## config.mk

```make
export PLATFORM = sky130hd
export DESIGN_NAME = ecs_event_unit
export DESIGN_NICKNAME = d
export VERILOG_FILES = /design/src/verilog/ecs_event_unit.v /design/src/verilog/ecs_arbiter.v /design/src/verilog/ecs_regfile.v
export VERILOG_INCLUDE_DIRS = /design/src /design/src/verilog
export SDC_FILE = /design/constraint.sdc
export NUM_CORES = 2
export LEC_CHECK = 0
export ABC_AREA = 1
export BUFFER_PORTS_ARGS = -buffer_cell sky130_fd_sc_hd__buf_4
export CORE_MARGIN = 4
export CORE_UTILIZATION = 43
export CTS_BUF_LIST = sky130_fd_sc_hd__clkbuf_4
export DETAILED_ROUTE_END_ITERATION = 8
export GPL_TIMING_DRIVEN = 0
export HOLD_SLACK_MARGIN = 0.08
export PLACE_DENSITY = 0.59
export SLEW_MARGIN = 5
export SYNTH_ARGS = -nofsm -noshare
export SYNTH_HDL_FRONTEND = slang
export SYNTH_SLANG_ARGS = --single-unit
```

## constraint.sdc

```tcl
create_clock -name pclk -period 4.75 [get_ports pclk]
set_clock_uncertainty 0.05 [all_clocks]
set_input_delay 0.475 -clock pclk [delete_from_list [all_inputs] [get_ports pclk]]
set_output_delay 0.475 -clock pclk [all_outputs]
set_load 0.02 [all_outputs]
```

## src/verilog/ecs_defines.vh

```
`ifndef ECS_DEFINES_VH
`define ECS_DEFINES_VH

// Register byte offsets on the APB slave
`define ECS_OFS_CTRL 12'h000
`define ECS_OFS_SR 12'h004
`define ECS_OFS_EVBA 12'h008
`define ECS_OFS_ISTAT 12'h00C
`define ECS_OFS_ICLR 12'h010
`define ECS_OFS_IEN 12'h014
`define ECS_OFS_STATE 12'h018

// Control register fields
`define ECS_CTRL_STACK 0
`define ECS_CTRL_RESET 32'h0000_0000

// Status word fields
`define ECS_SR_MODE_LSB 22
`define ECS_SR_EM 21
`define ECS_SR_IMASK_LSB 17
`define ECS_SR_RESET 32'h0060_0000
`define ECS_SR_SW_MASK 32'h003E_FFFF

// Execution mode codes; a larger code is a higher priority class
`define ECS_MODE_NMI 3'h7
`define ECS_MODE_EXC 3'h6
`define ECS_MODE_IRQ_LEVEL_THREE 3'h5
`define ECS_MODE_IRQ_LEVEL_ZERO 3'h2
`define ECS_MODE_SUP 3'h1
`define ECS_MODE_APP 3'h0

// Handler offsets from the event base for non-vectored classes
`define ECS_VEC_NMI 32'h0000_0010
`define ECS_VEC_EXC 32'h0000_0020
`define ECS_VEC_SCALL 32'h0000_0100

// Register file indices and frame sizes
`define ECS_RF_SP 4'hD
`define ECS_RF_SCRATCH_LO 4'h8
`define ECS_RF_SCRATCH_HI 4'hC
`define ECS_FRAME_IRQ 3'h7
`define ECS_FRAME_EXC 3'h2
`define ECS_WORD_BYTES 32'h0000_0004

// Interrupt event bits
`define ECS_EV_ENTRY 0
`define ECS_EV_RETURN 1
`define ECS_EV_NESTED 2
`define ECS_EV_WIDTH 3

`endif

```

## src/verilog/ecs_event_unit.v

```verilog
// Behaviour
// RQ1: Every event source has a fixed priority and simultaneous events resolve to the highest.
// RQ2: A pending higher class preempts the handling of a lower class.
// RQ3: Each class has its own return address and status storage, filled without memory writes.
// RQ4: Four external interrupt levels are accepted, each running in its own mode.
// RQ5: The outside controller arbitrates its sources and presents the winner with its vector.
// RQ6: In stack mode an interrupt entry pushes status, return address and the scratch group.
// RQ7: In stack mode an interrupt return pops the scratch group and status and resumes there.
// RQ8: In stack mode exceptions and supervisor calls push and pop status and return address.
// RQ9: In dedicated mode status and return address go to class registers, never the stack.
// RQ10: In dedicated mode call and return instructions touch no memory at all.
// RQ11: The top interrupt level has a banked scratch group so its handler starts at once; the code banks it in dedicated mode only, stack mode pushes it.
// RQ12: The register file holds sixteen 32-bit words including program counter, link and stack.
// RQ13: The mode field encodes the eight classes and reads supervisor after reset.
// RQ14: Entering level N sets the masks of level N and every lower level; all clear at reset.
// RQ15: Entering an exception or debug sets the exception mask, which is set at reset.
// RQ16: Only the scratch group is banked for the top level; all else is shared.
// RQ17: An event return restores mode and masks from the saved status of the current class.
//
// Chosen here: the APB slave port and the address map.
`timescale 1ns/10ps
`include "ecs_defines.vh"

module ecs_event_unit (
  pclk,
  presetn,
  paddr,
  psel,
  penable,
  pwrite,
  pwdata,
  prdata,
  pready,
  pslverr,
  irq_level_zero,
  irq_level_one,
  irq_level_two,
  irq_level_three,
  irq_vector,
  exc_req,
  nmi_req,
  scall_req,
  ret_req,
  dbg_enter,
  cur_pc,
  rf_we,
  rf_waddr,
  rf_wdata,
  rf_raddr,
  rf_rdata,
  mem_req,
  mem_we,
  mem_addr,
  mem_wdata,
  mem_rdata,
  mem_ack,
  core_stall,
  redirect_valid,
  redirect_pc,
  exec_mode,
  irq
);
  input wire pclk;
  input wire presetn;
  input wire [11:0] paddr;
  input wire psel;
  input wire penable;
  input wire pwrite;
  input wire [31:0] pwdata;
  output reg [31:0] prdata;
  output reg pready;
  output reg pslverr;
  input wire irq_level_zero;
  input wire irq_level_one;
  input wire irq_level_two;
  input wire irq_level_three;
  input wire [31:0] irq_vector;
  input wire exc_req;
  input wire nmi_req;
  input wire scall_req;
  input wire ret_req;
  input wire dbg_enter;
  input wire [31:0] cur_pc;
  input wire rf_we;
  input wire [3:0] rf_waddr;
  input wire [31:0] rf_wdata;
  input wire [3:0] rf_raddr;
  output wire [31:0] rf_rdata;
  output reg mem_req;
  output reg mem_we;
  output reg [31:0] mem_addr;
  output reg [31:0] mem_wdata;
  input wire [31:0] mem_rdata;
  input wire mem_ack;
  output reg core_stall;
  output reg redirect_valid;
  output reg [31:0] redirect_pc;
  output reg [2:0] exec_mode;
  output reg irq;

  localparam [3:0] S_IDLE = 4'd0;
  localparam [3:0] S_RDSP = 4'd1;
  localparam [3:0] S_GETSP = 4'd2;
  localparam [3:0] S_PREP = 4'd3;
  localparam [3:0] S_WAITRF = 4'd4;
  localparam [3:0] S_MEMW = 4'd5;
  localparam [3:0] S_MEMR = 4'd6;
  localparam [3:0] S_SPWR = 4'd7;
  localparam [3:0] S_DONE = 4'd8;

  reg [3:0] state_reg;
  reg [31:0] ctrl_reg;
  reg [31:0] sr_reg;
  reg [31:0] evba_reg;
  reg [`ECS_EV_WIDTH-1:0] istat_reg;
  reg [`ECS_EV_WIDTH-1:0] ien_reg;
  reg [2:0] pend_mode_reg;
  reg ret_flag_reg;
  reg nested_reg;
  reg [31:0] saved_sr_reg;
  reg [31:0] ra_reg;
  reg [31:0] sp_reg;
  reg [2:0] k_reg;
  wire [2:0] cur_mode = sr_reg[`ECS_SR_MODE_LSB+2:`ECS_SR_MODE_LSB];
  wire stack_mode = ctrl_reg[`ECS_CTRL_STACK];
  wire win_valid;
  wire [2:0] win_mode;
  wire [2:0] cls_idx = cur_mode - 3'd1;
  wire ret_ok = ret_req && cur_mode != `ECS_MODE_APP;
  wire take_evt = state_reg == S_IDLE && win_valid;
  wire take_ret = state_reg == S_IDLE && !win_valid && ret_ok;
  wire apb_wr = psel && penable && pready && pwrite;

  ////////////////////////////////////////////////////////////////////////////
  // Priority selection of the next event
  ecs_arbiter u_arb (
    .nmi_req(nmi_req),
    .exc_req(exc_req),
    .irq_levels({irq_level_three, irq_level_two, irq_level_one, irq_level_zero}), // RQ4
    .scall_req(scall_req),
    .exception_mask_bit(sr_reg[`ECS_SR_EM]),
    .irq_masks(sr_reg[`ECS_SR_IMASK_LSB+3:`ECS_SR_IMASK_LSB]),
    .cur_mode(cur_mode),
    .win_valid(win_valid),
    .win_mode(win_mode)
  );

  ////////////////////////////////////////////////////////////////////////////
  // Per-class return status and address, written straight from the core
  wire [32*7-1:0] rsr_flat;
  wire [32*7-1:0] rar_flat;
  genvar g;
  generate
    for (g = 0; g < 7; g = g + 1) begin : gen_cls
      reg [31:0] rsr_reg;
      reg [31:0] rar_reg;
      always @(posedge pclk or negedge presetn) begin
        if (!presetn) begin
          rsr_reg <= 32'h0000_0000;
          rar_reg <= 32'h0000_0000;
        end else if (take_evt && !stack_mode && win_mode == g + 1) begin // RQ3 RQ9
          rsr_reg <= sr_reg;
          rar_reg <= cur_pc;
        end
      end
      assign rsr_flat[32*g +: 32] = rsr_reg;
      assign rar_flat[32*g +: 32] = rar_reg;
    end
  endgenerate
  wire [31:0] rsr_sel = rsr_flat[32*cls_idx +: 32];
  wire [31:0] rar_sel = rar_flat[32*cls_idx +: 32];

  ////////////////////////////////////////////////////////////////////////////
  // Register file port: the sequencer owns it while busy
  reg fsm_we;
  reg [3:0] fsm_waddr;
  reg [31:0] fsm_wdata;
  reg [3:0] fsm_raddr;
  wire is_irq_cls = pend_mode_reg >= `ECS_MODE_IRQ_LEVEL_ZERO && pend_mode_reg <= `ECS_MODE_IRQ_LEVEL_THREE;
  wire [2:0] frame_last = (is_irq_cls ? `ECS_FRAME_IRQ : `ECS_FRAME_EXC) - 3'd1;
  wire shadow_sel = !stack_mode && cur_mode == `ECS_MODE_IRQ_LEVEL_THREE; // RQ11
  wire busy = state_reg != S_IDLE;

  always @* begin
    fsm_we = 1'b0;
    fsm_waddr = `ECS_RF_SP;
    fsm_wdata = sp_reg;
    fsm_raddr = (state_reg == S_RDSP) ? `ECS_RF_SP : (4'd6 + {1'b0, k_reg});
    if (state_reg == S_MEMR && mem_ack && k_reg >= 3'd2) begin
      fsm_we = 1'b1; // RQ7
      fsm_waddr = 4'd6 + {1'b0, k_reg};
      fsm_wdata = mem_rdata;
    end else if (state_reg == S_SPWR) begin
      fsm_we = 1'b1;
    end
  end

  ecs_regfile u_rf (
    .pclk(pclk),
    .presetn(presetn),
    .shadow_sel(shadow_sel),
    .we(busy ? fsm_we : rf_we),
    .waddr(busy ? fsm_waddr : rf_waddr),
    .wdata(busy ? fsm_wdata : rf_wdata),
    .raddr(busy ? fsm_raddr : rf_raddr),
    .rdata(rf_rdata)
  );

  ////////////////////////////////////////////////////////////////////////////
  // Status word update on entry and return
  wire fin_entry = (take_evt && !stack_mode) || (state_reg == S_SPWR && !ret_flag_reg);
  wire fin_ret = (take_ret && !stack_mode) || (state_reg == S_SPWR && ret_flag_reg);
  wire [2:0] entry_mode = (state_reg == S_IDLE) ? win_mode : pend_mode_reg;
  reg [31:0] entry_sr;
  integer j;

  always @* begin
    entry_sr = sr_reg;
    entry_sr[`ECS_SR_MODE_LSB+2:`ECS_SR_MODE_LSB] = entry_mode; // RQ13
    for (j = 0; j < 4; j = j + 1) begin
      if (entry_mode >= `ECS_MODE_IRQ_LEVEL_ZERO + j[2:0] && entry_mode <= `ECS_MODE_IRQ_LEVEL_THREE) begin
        entry_sr[`ECS_SR_IMASK_LSB + j] = 1'b1; // RQ14
      end
    end
    if (entry_mode == `ECS_MODE_EXC) begin
      entry_sr[`ECS_SR_EM] = 1'b1; // RQ15
    end
  end

  // Hardware updates win over a software write in the same cycle
  always @(posedge pclk or negedge presetn) begin
    if (!presetn) begin
      sr_reg <= `ECS_SR_RESET; // RQ13 RQ14 RQ15
    end else begin
      if (fin_entry) begin
        sr_reg <= entry_sr;
      end else if (fin_ret) begin
        sr_reg <= stack_mode ? saved_sr_reg : rsr_sel; // RQ17
      end else if (apb_wr && paddr == `ECS_OFS_SR) begin
        sr_reg <= (sr_reg & ~`ECS_SR_SW_MASK) | (pwdata & `ECS_SR_SW_MASK);
      end
      if (dbg_enter) begin
        sr_reg[`ECS_SR_EM] <= 1'b1; // RQ15
      end
    end
  end

  ////////////////////////////////////////////////////////////////////////////
  // Entry and return sequencer
  always @(posedge pclk or negedge presetn) begin
    if (!presetn) begin
      state_reg <= S_IDLE;
      pend_mode_reg <= `ECS_MODE_SUP;
      ret_flag_reg <= 1'b0;
      nested_reg <= 1'b0;
      saved_sr_reg <= 32'h0000_0000;
      ra_reg <= 32'h0000_0000;
      sp_reg <= 32'h0000_0000;
      k_reg <= 3'd0;
      redirect_pc <= 32'h0000_0000;
      mem_wdata <= 32'h0000_0000;
    end else begin
      case (state_reg)
        S_IDLE: begin
          if (take_evt) begin
            pend_mode_reg <= win_mode;
            ret_flag_reg <= 1'b0;
            nested_reg <= cur_mode >= `ECS_MODE_IRQ_LEVEL_ZERO;
            saved_sr_reg <= sr_reg;
            ra_reg <= cur_pc;
            if (win_mode >= `ECS_MODE_IRQ_LEVEL_ZERO && win_mode <= `ECS_MODE_IRQ_LEVEL_THREE) begin
              redirect_pc <= irq_vector; // RQ5
            end else if (win_mode == `ECS_MODE_NMI) begin
              redirect_pc <= evba_reg + `ECS_VEC_NMI;
            end else if (win_mode == `ECS_MODE_EXC) begin
              redirect_pc <= evba_reg + `ECS_VEC_EXC;
            end else begin
              redirect_pc <= evba_reg + `ECS_VEC_SCALL;
            end
            state_reg <= stack_mode ? S_RDSP : S_DONE; // RQ6 RQ8 RQ10
          end else if (ret_ok) begin
            pend_mode_reg <= cur_mode;
            ret_flag_reg <= 1'b1;
            redirect_pc <= rar_sel; // RQ10
            state_reg <= stack_mode ? S_RDSP : S_DONE;
          end
        end
        S_RDSP: state_reg <= S_GETSP;
        S_GETSP: begin
          sp_reg <= rf_rdata;
          k_reg <= ret_flag_reg ? frame_last : 3'd0;
          state_reg <= ret_flag_reg ? S_MEMR : S_PREP;
        end
        S_PREP: begin
          // Status first, then return address, then the scratch group
          mem_wdata <= (k_reg == 3'd0) ? saved_sr_reg : ra_reg; // RQ6 RQ8
          state_reg <= (k_reg >= 3'd2) ? S_WAITRF : S_MEMW;
        end
        S_WAITRF: begin
          mem_wdata <= rf_rdata; // RQ6
          state_reg <= S_MEMW;
        end
        S_MEMW: if (mem_ack) begin
          sp_reg <= sp_reg - `ECS_WORD_BYTES;
          k_reg <= k_reg + 3'd1;
          state_reg <= (k_reg == frame_last) ? S_SPWR : S_PREP;
        end
        S_MEMR: if (mem_ack) begin
          sp_reg <= sp_reg + `ECS_WORD_BYTES;
          if (k_reg == 3'd1) begin
            redirect_pc <= mem_rdata; // RQ7 RQ8
          end
          if (k_reg == 3'd0) begin
            saved_sr_reg <= mem_rdata;
            state_reg <= S_SPWR;
          end else begin
            k_reg <= k_reg - 3'd1;
          end
        end
        S_SPWR: state_reg <= S_DONE;
        default: state_reg <= S_IDLE;
      endcase
    end
  end

  // Memory strobes and core handshakes come from flops; the done cycle
  // keeps the unit busy one extra cycle so a held return is not retaken
  always @(posedge pclk or negedge presetn) begin
    if (!presetn) begin
      mem_req <= 1'b0;
      mem_we <= 1'b0;
      mem_addr <= 32'h0000_0000;
      core_stall <= 1'b0;
      redirect_valid <= 1'b0;
      exec_mode <= `ECS_MODE_SUP;
    end else begin
      mem_req <= (state_reg == S_PREP) || (state_reg == S_WAITRF && 1'b1) ||
        (state_reg == S_MEMW && !mem_ack) || (state_reg == S_GETSP && ret_flag_reg) ||
        (state_reg == S_MEMR && !(mem_ack && k_reg == 3'd0));
      if (state_reg == S_PREP && k_reg >= 3'd2) begin
        mem_req <= 1'b0;
      end
      mem_we <= !ret_flag_reg;
      if (state_reg == S_GETSP) begin
        mem_addr <= ret_flag_reg ? rf_rdata : rf_rdata - `ECS_WORD_BYTES;
      end else if (state_reg == S_MEMW && mem_ack) begin
        mem_addr <= sp_reg - (`ECS_WORD_BYTES + `ECS_WORD_BYTES);
      end else if (state_reg == S_MEMR && mem_ack) begin
        mem_addr <= sp_reg + `ECS_WORD_BYTES;
      end
      core_stall <= (state_reg == S_IDLE) ? (take_evt || take_ret) : (state_reg != S_DONE);
      redirect_valid <= (state_reg == S_IDLE && (take_evt || take_ret) && !stack_mode) ||
        state_reg == S_SPWR;
      exec_mode <= cur_mode;
    end
  end

  ////////////////////////////////////////////////////////////////////////////
  // APB slave: no wait states, unmapped offsets answer with an error
  wire ev_set_entry = fin_entry;
  wire [`ECS_EV_WIDTH-1:0] ev_set = {fin_entry && (stack_mode ? nested_reg :
    cur_mode >= `ECS_MODE_IRQ_LEVEL_ZERO), fin_ret, ev_set_entry};

  always @(posedge pclk or negedge presetn) begin
    if (!presetn) begin
      ctrl_reg <= `ECS_CTRL_RESET;
      evba_reg <= 32'h0000_0000;
      istat_reg <= {`ECS_EV_WIDTH{1'b0}};
      ien_reg <= {`ECS_EV_WIDTH{1'b0}};
      prdata <= 32'h0000_0000;
      pready <= 1'b0;
      pslverr <= 1'b0;
      irq <= 1'b0;
    end else begin
      pready <= psel && !penable;
      pslverr <= 1'b0;
      if (psel && !penable) begin
        prdata <= 32'h0000_0000;
        if (paddr == `ECS_OFS_CTRL) begin
          prdata <= ctrl_reg;
        end else if (paddr == `ECS_OFS_SR) begin
          prdata <= sr_reg;
        end else if (paddr == `ECS_OFS_EVBA) begin
          prdata <= evba_reg;
        end else if (paddr == `ECS_OFS_ISTAT) begin
          prdata <= {29'h0000_0000, istat_reg};
        end else if (paddr == `ECS_OFS_IEN) begin
          prdata <= {29'h0000_0000, ien_reg};
        end else if (paddr == `ECS_OFS_STATE) begin
          prdata <= {24'h00_0000, busy, state_reg, cur_mode};
        end else if (paddr != `ECS_OFS_ICLR) begin
          pslverr <= 1'b1;
        end
      end
      // Variant changes only while idle, which includes the cycle in which an event or return is taken
      if (apb_wr && paddr == `ECS_OFS_CTRL && !busy) begin
        ctrl_reg <= {31'h0000_0000, pwdata[`ECS_CTRL_STACK]};
      end
      if (apb_wr && paddr == `ECS_OFS_EVBA) begin
        evba_reg <= pwdata;
      end
      if (apb_wr && paddr == `ECS_OFS_IEN) begin
        ien_reg <= pwdata[`ECS_EV_WIDTH-1:0];
      end
      // A new event in the clearing cycle survives the clear
      if (apb_wr && paddr == `ECS_OFS_ICLR) begin
        istat_reg <= (istat_reg & ~pwdata[`ECS_EV_WIDTH-1:0]) | ev_set;
      end else begin
        istat_reg <= istat_reg | ev_set;
      end
      irq <= |(istat_reg & ien_reg);
    end
  end
endmodule // ecs_event_unit

```

## src/verilog/ecs_arbiter.v

```verilog
`timescale 1ns/10ps
`include "ecs_defines.vh"

module ecs_arbiter (
  nmi_req,
  exc_req,
  irq_levels,
  scall_req,
  exception_mask_bit,
  irq_masks,
  cur_mode,
  win_valid,
  win_mode
);
  input wire nmi_req;
  input wire exc_req;
  input wire [3:0] irq_levels;
  input wire scall_req;
  input wire exception_mask_bit;
  input wire [3:0] irq_masks;
  input wire [2:0] cur_mode;
  output reg win_valid;
  output reg [2:0] win_mode;

  integer i;

  // Fixed priority scan, lowest first so the highest source overwrites
  always @* begin
    win_valid = 1'b0;
    win_mode = `ECS_MODE_APP;
    if (scall_req && cur_mode <= `ECS_MODE_SUP) begin
      win_valid = 1'b1;
      win_mode = `ECS_MODE_SUP;
    end
    for (i = 0; i < 4; i = i + 1) begin
      if (irq_levels[i] && !irq_masks[i]) begin // RQ1
        win_valid = 1'b1;
        win_mode = `ECS_MODE_IRQ_LEVEL_ZERO + i[2:0];
      end
    end
    if (exc_req && !exception_mask_bit) begin
      win_valid = 1'b1;
      win_mode = `ECS_MODE_EXC;
    end
    if (nmi_req) begin
      win_valid = 1'b1;
      win_mode = `ECS_MODE_NMI;
    end
    // Only a strictly higher class may preempt the running one; a supervisor call is also taken in supervisor mode
    if (win_valid && win_mode != `ECS_MODE_SUP && win_mode <= cur_mode) begin // RQ2
      win_valid = 1'b0;
    end
  end
endmodule // ecs_arbiter

```

## src/verilog/ecs_regfile.v

```verilog
`timescale 1ns/10ps
`include "ecs_defines.vh"

module ecs_regfile (
  pclk,
  presetn,
  shadow_sel,
  we,
  waddr,
  wdata,
  raddr,
  rdata
);
  input wire pclk;
  input wire presetn;
  input wire shadow_sel;
  input wire we;
  input wire [3:0] waddr;
  input wire [31:0] wdata;
  input wire [3:0] raddr;
  output reg [31:0] rdata;

  // Sixteen shared words plus the five banked scratch words
  reg [31:0] mem [0:20]; // RQ12

  // Only the scratch group moves to the bank; the rest stays shared
  function [4:0] phys;
    input [3:0] idx;
    input bank;
    begin
      if (bank && idx >= `ECS_RF_SCRATCH_LO && idx <= `ECS_RF_SCRATCH_HI) begin // RQ16
        phys = {1'b0, idx} + 5'd8; // RQ11
      end else begin
        phys = {1'b0, idx};
      end
    end
  endfunction

  // Storage has no reset; software owns its contents
  always @(posedge pclk) begin
    if (we) begin
      mem[phys(waddr, shadow_sel)] <= wdata;
    end
  end

  // Registered read port
  always @(posedge pclk or negedge presetn) begin
    if (!presetn) begin
      rdata <= 32'h0000_0000;
    end else begin
      rdata <= mem[phys(raddr, shadow_sel)];
    end
  end
endmodule // ecs_regfile

```

==> impl_metrics.toml <==
[status]
status = "finished, violations left"
violations = "negative setup slack"

[critical_path]
cp_common_cell = "buf_2"
crit_buf_inv = 7
startpoint_type = "register"
cp_max_fo = 12
cp_slowest_cell = "dfstp_2"
endpoint_kind = "register"
path_cells = "buf_2 -> inv_1 -> clkbuf_1 -> buf_2 -> buf_2 -> ha_1 -> xnor2_2 -> buf_2 -> clkbuf_2 -> nand3_1 -> a31oi_4 -> nand2_1 -> a21oi_1"
cp_top_family = "buffers and inverters"
cp_data_arrival_time_ns = 5.99
path_class = "reg -> reg"
cp_data_required_time_ns = 5.91
max_stage_delay_ns = 0.72

[clock_network]
clockRootBuffer = "clkbuf_4"
worstSkewPairLatency_ns = 1.43
clockBufferDepth = 4
htree_levels = 5
cts_post_setup_buffers_inserted = 0
cts_made_buffers = 410
clk_pin_slew_ns = 0.07
cts_sinks = 1469
tritoncts = "built"

[power_and_ir_drop]
ir_drop_uv = 436
power_uw = 61900
power_density_nw_per_um2 = 737
leakage_uw = 0.0363

[layout]
layout_common_cells = "1615 x nand2_1, 927 x o21ai_0, 792 x dfrtp_1"
largest_reg_flops = 672
fin_area_sq_um = 84000
fin_cells = 10900
drive_gt1_share_pct = 17.2
final_common_cell = "nand2_1"
multiInputGateArea_sq_um = 24700
fillers = 14900
syn_to_final_growth_pct = 22.8
nets = 8768
seq_area_sq_um = 40100

[timing]
setup_ws_ns = -0.0802
min_period_ns = 4.83
final-hold-violation-count = 0
finalSetupViolations = 4
tightestPinTransition_ns = 1.32
slew_headroom_pct = 11.3
slew_violations = 0
fmax_mhz = 207
finalCritPeriodShare_pct = 102
grt_setup_unrepaired = "yes"

[grt]
grtUsageTotal_pct = 38.6
gr-total-overflow = 0
grt_antenna_before_repair = 38
grt_pass1_vias = 61000
grt_start_max_net_pins = 113
grt_pass1_wl_mm = 452

[synth]
synth_cell_types = 63
ys_warn_count = 0
syn_inst = 7374
synth.yosys.seq_area_share_pct = 58.7
synth_area_sq_um = 68400
syn_avg_cell_area_sq_um = 9.27
asyncSetResetFlopFracSynth_pct = 54.3
synth-edff-count = 672
synth_flop_cell = "dfrtp_1"
syn_nets = 7594
synth-seq-cells = 1469

[floorplanning]
die-area_sq_um = 165000
dieWidth_microns = 407
initial_core_util_pct = 43.2
core_area_sq_um = 158000
pin_count = 366
die_h_microns = 407
num_rows = 146

[placement]
dpl_cell_area_sq_um = 75100
dp_hpwl_mm = 242
placed_cells = 9868
gp_congestion = 1.01
portBuffers = 365

[worst_hold_path]
holdCritPathClass = "in -> reg"

[route]
vias_per_cell = 5.82
firstDrtPassIters = 6
routed_wl_mm = 324
routed-via-count = 63600
drt_iter0_drc = 8160
postRouteAntennaNets = 0
drc = 0
wl_per_cell_microns = 29.7

[run]
drv_cap = 0
==> routing by layer <==
layer / vias to the layer above / track usage (%) / wire length [microns]
met1: 31200 / 51.2 / 129000
met3: 856 / 11.4 / 37100
met2: 3714 / 56.0 / 136000
li1: 27800 / - / -
met5: - / 0 / 147
met4: 18 / 22.8 / 21800
==> cells by family (layout without fill, tap and decap cells) <==
group | Yosys count | after routing | share of synthesized area [%]
other | 0 | 29 | 0
multiplexers | 109 | 109 | 1.64
adder cells (fa/ha/maj) | 24 | 24 | 0.439
AO/OA/AOI/OAI | 1718 | 1718 | 14.4
XOR/XNOR | 49 | 49 | 0.628
flip-flops | 1469 | 1469 | 58.7
buffers and inverters | 1043 | 2500 | 6.19
AND/OR/NAND/NOR | 2962 | 2962 | 18.0
==> power by group <==
group / internal [uW] / switching (uW) / total [uW]
Sequential: 16200 / 1740 / 17900
Combinational: 8180 / 24100 / 32300
Clock: 6100 / 5560 / 11700
==> path summary, 6_finish.rpt <==
check,start,endpoint,slack (ns),depth (start not counted)
max,sr_reg[22],redirect_pc[30],-0.08,13
min,cur_pc[31],ra_reg[31],0.18,4
max reg2reg,sr_reg[22],redirect_pc[30],-0.08,13
min reg2reg,sr_reg[0],gen_cls[3].rsr_reg[0],0.35,2
max in group asynchronous,presetn,u_rf.rdata[27],3.16,5
min in group asynchronous,presetn,sr_reg[21],0.34,3
==> cell usage after synthesis (all sizes together), types with 83 or more instances <==
library cell	instances	area, sq um
dfrtp	793	19800
o211ai	259	1950
nand3	523	2660
o22ai	88	557
o21ai	967	4840
or2	100	626
nor2	622	2370
clkbuf	252	947
mux2i	83	831
a21oi	224	1130
inv	572	2150
nand2	1626	6140
edfxtp	672	20200
buf	216	1130
==> layout make-up <==
class,count,share of cell area (%)
Antenna cell,29,0.0864
Sequential cell,1469,47.8
Buffer,466,2.54
Clock buffer,621,5.55
Multi-Input combinational cell,4862,29.3
Timing Repair Buffer,764,8.56
Tap cell,2072,3.09
Inverter,575,2.58
Clock inverter,74,0.474
==> metrics by stage <==
stage          setup slack, ns  utilization, %  setup TNS (ns)  hold slack, ns
3_5_place_dp             -1.15            47.5          -85.37           0.407
3_3_place_gp             -6.51            46.6        -5861.87           0.403
6_report               -0.0802            53.1          -0.216           0.183
5_1_grt                -0.0255            53.1         -0.0255           0.145
4_1_cts                0.00342            53.0               0          0.0821
2_1_floorplan            0.866               -               0           0.129
==> worst min-delay path: stages <==
cell and delay (ns):
dlygate4sd3_1 0.54, buf_4 0.15, inv_1 0.20, o21ai_0 0.20
==> what timing repair did <==
action,in CTS,in global routing
setup endpoints to repair,467,36
endpoints found under the hold margin,1704,0
hold buffers,342,0
resized for setup,59,42
pin swaps,3,4
Note: power is estimated with default switching activity, not from simulation.
